[src/include/act_pkg.sv]
package act_pkg;
    // Register map, one word each on the plain register port.
    localparam logic [3:0] ADDR_COUNT_LOW = 4'h0;
    localparam logic [3:0] ADDR_COUNT_HIGH = 4'h1;
    localparam logic [3:0] ADDR_MODE = 4'h2;
    localparam logic [3:0] ADDR_CONTROL = 4'h3;
    localparam logic [3:0] ADDR_IRQ_STATUS = 4'h4;
    localparam logic [3:0] ADDR_IRQ_MASK = 4'h5;
    // Mode register fields.
    localparam int MODE_IDLE_SUSPEND_BIT = 7;
    localparam int MODE_TIMEBASE_LSB = 1;
    localparam int MODE_IRQ_ENABLE_BIT = 0;
    // Control register fields.
    localparam int CTRL_OVERFLOW_BIT = 7;
    localparam int CTRL_RUN_BIT = 6;
    // Reset values.
    localparam logic [7:0] MODE_RESET = 8'h00;
    localparam logic [15:0] COUNT_RESET = 16'h0000;
    localparam logic [15:0] COUNT_MAX = 16'hffff;
    // Timebase dividers.
    localparam int DIV_SYS12 = 12;
    localparam int DIV_SYS4 = 4;
    localparam int DIV_EXT8 = 8;
    typedef enum logic [2:0] {
        ACT_TB_SYS12 = 3'b000,
        ACT_TB_SYS4 = 3'b001,
        ACT_TB_T0 = 3'b010,
        ACT_TB_ECI = 3'b011,
        ACT_TB_SYS = 3'b100,
        ACT_TB_EXT8 = 3'b101,
        ACT_TB_T4 = 3'b110,
        ACT_TB_T5 = 3'b111
    } act_timebase_t;
endpackage

[src/design/act_timebase.sv]
`timescale 1ns/1ps
// ****************************************************************
// Functional notes
// - Sixteen-bit count seen as two byte registers
// - Low read snapshots high byte for next
// - Reads never disturb counting
// - Wrap from ffff sets overflow flag
// - Interrupt when flag set, mode enable set and mask set
// - Flag cleared only by software
// - Idle suspend zero keeps counting in idle
// - Three-bit select picks count tick source
// - Code 011 counts falling external edges
// - Code 101 counts external oscillator over eight
// - Run control gates counting
// ****************************************************************
module act_timebase (
    input wire logic clk_i,
    input wire logic rst_i,
    input wire logic [3:0] addr_i,
    input wire logic [7:0] wdata_i,
    input wire logic wr_i,
    input wire logic rd_i,
    output logic [7:0] rdata_o,
    input wire logic cpu_idle_i,
    input wire logic timer0_ovf_i,
    input wire logic timer4_ovf_i,
    input wire logic timer5_ovf_i,
    input wire logic external_count_input_i,
    input wire logic ext_osc_i,
    output logic irq_o
);

    // ****************************************************************
    // Input synchronisers
    // ****************************************************************
    // Three stages; a change counts once stages two and three agree.
    logic [2:0] eci_sync;
    logic [2:0] osc_sync;
    logic [2:0] next_eci_sync;
    logic [2:0] next_osc_sync;
    logic eci_level;
    logic osc_level;
    logic next_eci_level;
    logic next_osc_level;

    always_comb begin
        next_eci_sync = {eci_sync[1:0], external_count_input_i};
        next_osc_sync = {osc_sync[1:0], ext_osc_i};
        next_eci_level = (eci_sync[2] == eci_sync[1]) ? eci_sync[2] : eci_level;
        next_osc_level = (osc_sync[2] == osc_sync[1]) ? osc_sync[2] : osc_level;
    end

    always_ff @(posedge clk_i or posedge rst_i) begin
        if (rst_i) begin
            eci_sync <= 3'h7;
            osc_sync <= 3'h0;
            eci_level <= 1'b1;
            osc_level <= 1'b0;
        end else begin
            eci_sync <= next_eci_sync;
            osc_sync <= next_osc_sync;
            eci_level <= next_eci_level;
            osc_level <= next_osc_level;
        end
    end

    logic eci_fall;
    logic osc_rise;
    assign eci_fall = eci_level & ~next_eci_level;
    assign osc_rise = ~osc_level & next_osc_level;

    // ****************************************************************
    // Prescalers
    // ****************************************************************
    // The external oscillator must run well below half the system clock
    // for its edges to survive synchronisation.
    logic [3:0] div12;
    logic [1:0] div4;
    logic [2:0] div8;
    logic [3:0] next_div12;
    logic [1:0] next_div4;
    logic [2:0] next_div8;

    always_comb begin
        next_div12 = (div12 == 4'(act_pkg::DIV_SYS12 - 1)) ? 4'h0 : div12 + 4'h1;
        next_div4 = div4 + 2'h1;
        next_div8 = osc_rise ? div8 + 3'h1 : div8;
    end

    always_ff @(posedge clk_i or posedge rst_i) begin
        if (rst_i) begin
            div12 <= 4'h0;
            div4 <= 2'h0;
            div8 <= 3'h0;
        end else begin
            div12 <= next_div12;
            div4 <= next_div4;
            div8 <= next_div8;
        end
    end

    logic ext8_tick;
    assign ext8_tick = osc_rise && (div8 == 3'(act_pkg::DIV_EXT8 - 1));

    // ****************************************************************
    // Registers
    // ****************************************************************
    logic [7:0] mode;
    logic run;
    logic ovf_flag;
    logic [15:0] count;
    logic [7:0] high_snap;
    logic irq_mask;
    logic [7:0] next_mode;
    logic next_run;
    logic next_ovf_flag;
    logic [15:0] next_count;
    logic [7:0] next_high_snap;
    logic next_irq_mask;
    logic [7:0] next_rdata;
    logic tick;
    act_pkg::act_timebase_t tb_sel;

    assign tb_sel = act_pkg::act_timebase_t'(mode[act_pkg::MODE_TIMEBASE_LSB +: 3]);

    always_comb begin
        unique case (tb_sel)
            act_pkg::ACT_TB_SYS12: tick = (div12 == 4'h0);
            act_pkg::ACT_TB_SYS4: tick = (div4 == 2'h0);
            act_pkg::ACT_TB_T0: tick = timer0_ovf_i;
            act_pkg::ACT_TB_ECI: tick = eci_fall;
            act_pkg::ACT_TB_SYS: tick = 1'b1;
            act_pkg::ACT_TB_EXT8: tick = ext8_tick;
            act_pkg::ACT_TB_T4: tick = timer4_ovf_i;
            act_pkg::ACT_TB_T5: tick = timer5_ovf_i;
        endcase
    end

    logic advance;
    logic wrap;
    // Idle only stops the count when suspend is requested.
    assign advance = run && tick
        && !(cpu_idle_i && mode[act_pkg::MODE_IDLE_SUSPEND_BIT]);
    assign wrap = advance && (count == act_pkg::COUNT_MAX);

    always_comb begin
        next_mode = mode;
        next_run = run;
        next_irq_mask = irq_mask;
        next_high_snap = high_snap;
        next_count = advance ? count + 16'h0001 : count;
        next_ovf_flag = ovf_flag;
        next_rdata = 8'h00;
        if (wr_i) begin
            unique case (addr_i)
                act_pkg::ADDR_COUNT_LOW: next_count = {count[15:8], wdata_i};
                act_pkg::ADDR_COUNT_HIGH: next_count = {wdata_i, count[7:0]};
                act_pkg::ADDR_MODE: next_mode = wdata_i;
                act_pkg::ADDR_CONTROL: begin
                    next_run = wdata_i[act_pkg::CTRL_RUN_BIT];
                    next_ovf_flag = wdata_i[act_pkg::CTRL_OVERFLOW_BIT];
                end
                act_pkg::ADDR_IRQ_STATUS: begin
                    if (wdata_i[0]) begin
                        next_ovf_flag = 1'b0;
                    end
                end
                act_pkg::ADDR_IRQ_MASK: next_irq_mask = wdata_i[0];
                default: next_mode = mode;
            endcase
        end
        // The hardware set wins over a software clear in the same cycle.
        if (wrap) begin
            next_ovf_flag = 1'b1;
        end
        if (rd_i) begin
            unique case (addr_i)
                act_pkg::ADDR_COUNT_LOW: begin
                    next_rdata = count[7:0];
                    next_high_snap = count[15:8];
                end
                act_pkg::ADDR_COUNT_HIGH: next_rdata = high_snap;
                act_pkg::ADDR_MODE: next_rdata = mode;
                act_pkg::ADDR_CONTROL: begin
                    next_rdata[act_pkg::CTRL_OVERFLOW_BIT] = ovf_flag;
                    next_rdata[act_pkg::CTRL_RUN_BIT] = run;
                end
                act_pkg::ADDR_IRQ_STATUS: next_rdata = {7'h00, ovf_flag};
                act_pkg::ADDR_IRQ_MASK: next_rdata = {7'h00, irq_mask};
                default: next_rdata = 8'h00;
            endcase
        end
    end

    always_ff @(posedge clk_i or posedge rst_i) begin
        if (rst_i) begin
            mode <= act_pkg::MODE_RESET;
            run <= 1'b0;
            ovf_flag <= 1'b0;
            count <= act_pkg::COUNT_RESET;
            high_snap <= 8'h00;
            irq_mask <= 1'b0;
            rdata_o <= 8'h00;
        end else begin
            mode <= next_mode;
            run <= next_run;
            ovf_flag <= next_ovf_flag;
            count <= next_count;
            high_snap <= next_high_snap;
            irq_mask <= next_irq_mask;
            rdata_o <= next_rdata;
        end
    end

    // The mode enable and the mask must both be set to raise the line.
    assign irq_o = ovf_flag && mode[act_pkg::MODE_IRQ_ENABLE_BIT] && irq_mask;

endmodule // act_timebase

[config.mk]
export PLATFORM = sky130hd
export DESIGN_NAME = act_timebase
export DESIGN_NICKNAME = d
export VERILOG_FILES = /design/src/include/act_pkg.sv /design/src/design/act_timebase.sv
export SDC_FILE = /design/constraint.sdc
export NUM_CORES = 1
export LEC_CHECK = 0
export ABC_AREA = 1
export BUFFER_PORTS_ARGS = -buffer_cell sky130_fd_sc_hd__clkbuf_2
export CORE_AREA = 2 2 87 68
export CTS_CLUSTER_SIZE = 25
export DETAILED_ROUTE_END_ITERATION = 8
export DIE_AREA = 0 0 89 70
export PLACE_DENSITY = 0.81
export SYNTH_ARGS = -nofsm -noshare
export SYNTH_HDL_FRONTEND = slang
export SYNTH_SLANG_ARGS = --single-unit
[constraint.sdc]
create_clock -name clk_i -period 2.7 [get_ports clk_i]
set_input_delay 0.135 -clock clk_i [delete_from_list [all_inputs] [get_ports clk_i]]
set_output_delay 0.135 -clock clk_i [all_outputs]
set_load 0.02 [all_outputs]
# Word level (Yosys, flattened, before mapping)
# Cells that the tools add are included.
# W data, S select, Z words.
[op_classes]
add_sub_neg = 4
n_eq_ne = 20
n_mux = 14
bitwise_logic = 4
reduce_logical = 19
[op_table]
columns = ["cell", "n"]
rows = [
  ["$mux W16", 2],
  ["$pmux W16 S2", 1],
  ["$pmux W6 S5", 1],
  ["$add A16 B1 Y16 const B", 1],
  ["$eq A16 B16 Y1 const B", 1],
  ["$eq A3 B3 Y1 const B", 5],
  ["$eq A4 B2 Y1 const B", 2],
  ["$eq A4 B3 Y1 const B", 2],
  ["$logic_not A4 Y1", 2],
  ["$mux W8", 1],
  ["$pmux W1 S8", 1],
  ["$pmux W2 S4", 1],
  ["$reduce_and A2 Y1", 4],
  ["$logic_and A1 B1 Y1", 7],
  ["$eq A3 B2 Y1 const B", 2],
  ["$mux W1", 5],
  ["$add A4 B1 Y4 const B", 1],
  ["$eq A4 B1 Y1 const B", 1],
  ["$eq A4 B4 Y1 const B", 1],
  ["$mux W4", 1],
  ["$ne A2 B2 Y1 const B", 2],
  ["$add A3 B1 Y3 const B", 1],
  ["$eq A3 B1 Y1 const B", 1],
  ["$logic_not A3 Y1", 1],
  ["other kinds (11)", 14],
]
[word_totals]
reg_bits = 60
inputBits = 22
output_inout_bits = 9
elab_cells = 76

# Logic depth before layout (Yosys ltp)
[depth]
ltp_word = 10
ltp_mapped = 14

# Worst setup path before layout
# No wires, ideal clock.
[synth_timing]
path_type = "reg-to-reg"
start = "register div8[0]"
end = "register count[14]"
setup_ns = 0.124
arrival_time_ns = 1.460
required_time_ns = 2.576
slack_ns = 1.116
stages_incl_launch_ff = 14
n_path_buf = 1
synth_period_minus_slack_ns = 1.584
cell_sequence = "dfrtp_1 > ha_1 > ha_1 > nand2_1 > o21ai_0 > nand2_1 > nand2_2 > buf_4 > nand3_1 > nand2_1 > nand2_1 > nand2_1 > nand2_1 > nand3_1"
[synth_via]
elab_chain_len = 8
[synth_lines]
columns = ["element", "line", "text"]
rows = [
  ["from (decl)", "act_timebase.sv:79", "logic [2:0] div8;"],
  ["from (signal assigned)", "act_timebase.sv:98", "div8 <= next_div8;"],
  ["$eq A3 B3 Y1 *", "act_timebase.sv:103", "assign ext8_tick = osc_rise && (div8 == 3'(act_pkg::DIV_EXT8 - 1));"],
  ["$logic_and A1 B1 Y1 *", "act_timebase.sv:103", ""],
  ["$pmux W1 S8 *", "act_timebase.sv:127", "unique case (tb_sel)"],
  ["$logic_and A1 B1 Y1 *", "act_timebase.sv:142", "assign advance = run && tick"],
  ["$logic_and A1 B1 Y1 *", "act_timebase.sv:143", "&& !(cpu_idle_i && mode[act_pkg::MODE_IDLE_SUSPEND_BIT]);"],
  ["$mux W16 *", "act_timebase.sv:151", "next_count = advance ? count + 16'h0001 : count;"],
  ["$pmux W16 S2", "act_timebase.sv:155", "unique case (addr_i)"],
  ["$mux W16 *", "act_timebase.sv:154", "if (wr_i) begin"],
  ["to (signal assigned)", "act_timebase.sv:200", "count <= act_pkg::COUNT_RESET;"],
  ["to (signal assigned)", "act_timebase.sv:208", "count <= next_count;"],
  ["to (decl)", "act_timebase.sv:111", "logic [15:0] count;"],
]
# Mark *: on every way between the ends. The rest lies on a longest branch, timed or not.
# A chain may end at the register's enable or synchronous reset.

# Worst setup path in the final report
[layout_timing]
start = "register div12[0]"
end = "register count[12]"
[layout_via]
elab_chain_len = 7
[layout_lines]
columns = ["element", "line", "text"]
rows = [
  ["from (decl)", "act_timebase.sv:77", "logic [3:0] div12;"],
  ["from (signal assigned)", "act_timebase.sv:96", "div12 <= next_div12;"],
  ["$logic_not A4 Y1 *", "act_timebase.sv:128", "act_pkg::ACT_TB_SYS12: tick = (div12 == 4'h0);"],
  ["$pmux W1 S8 *", "act_timebase.sv:127", ""],
  ["$logic_and A1 B1 Y1 *", "act_timebase.sv:142", ""],
  ["$logic_and A1 B1 Y1 *", "act_timebase.sv:143", ""],
  ["$mux W16 *", "act_timebase.sv:151", ""],
  ["$pmux W16 S2", "act_timebase.sv:155", ""],
  ["$mux W16 *", "act_timebase.sv:154", ""],
]
# Marks and branches as above.

==> key figures <==
Routing
  • Via density: 5.59
  • DR pass1 iterations: 8
  • Final wirelength: 8070 µm
  • DRC: 0
  • Initial drt markers: 369
  • DR WL/cell: 15.1 µm
  • Detail Route Antenna Nets: 0
  • Vias: 2985

CTS
  • H-tree depth: 3
  • Later-pin clock latency in the skew report: 0.35 ns
  • Worst-path clk slew: 0.07 ns
  • CTS tree: done
  • Root Buffer: clkbuf_8
  • Clock sinks: 60
  • Num CTS Buffers: 9
  • # resized after CTS: 0
  • Clock Path Buffers: 2

STA
  • Rel. slew slack: 0.589
  • Final number of hold-violating endpoints: 0
  • Max-slew violations: 0
  • Final Critical Period: 2.11 ns
  • Setup TNS: 0 ns
  • Final critical-path share of the clock period: 0.782
  • Final setup viols: 0
  • RSZ-0062 raised after global routing: no
  • Clk_skew: 0.00807 ns
  • Hold WS: 0.0590 ns
  • Least-Margin Pin Slew: 0.617 ns
  • Fmax: 473 MHz

Final layout
  • Most common cell after layout, fill and taps aside: nand2_1
  • # fillers: 517
  • Non-filler instance count after layout: 534
  • Layout area overhead: 14.5%
  • # nets final: 479
  • Layout cell share with drive strength beyond 1: 0.160
  • ANT cells: 0
  • Commonest non-fill, non-tap cells in the layout: 113 x nand2_1, 56 x dfrtp_1, 54 x inv_1, 39 x nor2_1, 34 x nand3_1

Logic synthesis
  • Number of synthesized register bits: 60
  • Post-synthesis sequential area ratio: 0.465
  • Most area-consuming cells after synthesis: dfrtp_1 43%, nand2_1 13%, inv_1 6.4%
  • Mapped Nets: 443
  • Synthesized cell area: 0.00324 mm²
  • Mapped Cells: 415
  • Top-area cell type share of the netlist area: 0.432
  • Library cells used by synthesis: 34
  • Syn avg cell area: 7.81 µm²
  • Synthesis warning total: 0
  • Leading area contributor after synthesis: dfrtp_1

Global route
  • Number of global-route vias before repair: 2807
  • First-pass GRT wire length: 13400 µm
  • Total global-route track usage: 0.288
  • Largest net degree at the start of global routing: 37
  • Initial antenna violation count: 0
  • GR Overflow Total: 0

Setup path
  • CP Capture Type: flip-flop
  • CP arrival: 2.40 ns
  • Flop2flop setup slack: 0.59 ns
  • Most frequent CP cell: nand3_1
  • CP startpoint kind: flip-flop
  • CP max-delay cell: a21oi_2
  • CP required: 2.99 ns
  • Kind of critical path: flip-flop to flip-flop
  • Crit-path cells: inv_1 -> ha_1 -> nand3_1 -> a21oi_2 -> nand2_4 -> nor2_1 -> nand2_1 -> nand2_1 -> nand3_1 -> nand3_1
  • Crit path max fanout: 19
  • Crit-path max cell delay: 0.51 ns

Outcome
  • Status: finished, final reports clean

Power
  • Net Switching: 1.05 mW
  • Sequential power share: 0.448
  • Net Sw Frac: 0.356
  • Pwr dens: 793 mW/mm²
  • Leakage power: 1.87 nW
  • Max IR drop VDD: 0.501 mV
  • Clk network pwr share: 0.299
  • Internal power: 1.90 mW
  • Part of the power in combinational logic: 0.253

Placed design
  • Port bufs: 30
  • HPWL Detailed: 5900 µm
  • Cells after DPL: 515
  • GP Congestion: 0.952

Floorplanning
  • Initial Util: 0.587
  • Number of core rows: 24
  • Die area: 0.00623 mm²
  • Die height: 70 µm
  • Die width: 89 µm
  • Core footprint: 0.00553 mm²
  • I/O pin count: 31

Min path
  • HP Class: input port to flip-flop

Flow run
  • Max cap viols: 0
metrics by stage:
step | utilization | setup slack (ns) | instance area [µm²] | power, mW
after floorplan | - | 1.09 | 3240 | 1.85
after global placement | 0.626 | 0.762 | 3460 | 2.03
after detailed placement | 0.626 | 0.657 | 3460 | 2.05
after CTS | 0.671 | 0.627 | 3710 | 2.93
after global routing | 0.671 | 0.374 | 3710 | 3.12
final | 0.671 | 0.588 | 3710 | 2.94
worst paths after layout:
| kind | from | depth (start not counted) | to |
|---|---|---|---|
| worst min register to register | eci_sync[0] | 0 | eci_sync[1] |
| worst max register to register | div12[0] | 10 | count[12] |
| worst max-delay path | div12[0] | 10 | count[12] |
| max in group asynchronous | rst_i | 4 | eci_sync[2] |
| worst min-delay path | wdata_i[1] | 3 | count[1] |
| min in group asynchronous | rst_i | 3 | high_snap[4] |
state kept, by name, indices dropped and copies added (netlist names):
register and cells:
count 16, div12 4, div4 2, div8 3
eci_level 1, eci_sync 3, high_snap 8, irq_mask 1
mode 8, osc_level 1, osc_sync 3, ovf_flag 1
rdata_o 8, run 1
cell type report:
type | instances | area, µm² | share of cell area
sequential | 60 | 1510 | 0.406
multi-input combinational | 288 | 1460 | 0.394
inverter | 57 | 214 | 0.0577
timing repair buffer | 35 | 208 | 0.0560
clock buffer | 13 | 179 | 0.0482
tap | 78 | 97.6 | 0.0263
clock inverter | 3 | 42.5 | 0.0115
power groups by stage:
stage	clock network [mW]	registers (mW)	logic [mW]
global route	0.917	1.34	0.859
global placement	0	1.32	0.708
floorplan	0	1.26	0.588
finish	0.880	1.32	0.744
CTS	0.884	1.31	0.739
detailed placement	0	1.32	0.726
Yosys cell counts (all sizes together):
library cell,instances
clkbuf,1
nand3,35
nor2,42
buf,9
nand2,115
maj3,1
nor3,3
o21ai,33
dfstp,4
o221ai,4
a221oi,2
xnor2,1
mux2,4
ha,6
xor2,4
a21oi,19
mux2i,1
inv,57
nand4,12
o211ai,5
dfrtp,56
nor4,1
kinds of logic (layout without fill, tap and decap cells):
family	after synthesis	in the layout	synth area share
DFF	60	60	0.465
AOI/OAI and AO/OA	63	63	0.116
muxes	5	5	0.0170
xor gates and xnor gates	5	5	0.0135
buffers and inverters	67	108	0.0838
and+or+nand+nor	208	208	0.278
adders and majority gates	7	7	0.0263
repair_timing:
action | in CTS | in global routing
setup buffers | 0 | 0
hold buffers | 3 | 0
endpoints found under the hold margin | 25 | 0
critical path, delay by kind of cell (launching register included):
kind	cells	cell delay [ns]
adders and majority gates	1	0.15
AOI/OAI and AO/OA	1	0.51
buffers and inverters	1	0.08
and+or+nand+nor	7	0.91
DFF	1	0.39
routing by layer:
metal  GRT usage  wire length, µm
met5           0                0
met2       0.429             3590
met4       0.133              189
met1       0.394             3580
met3      0.0768              713
Note: power is estimated with default switching activity, not from simulation.
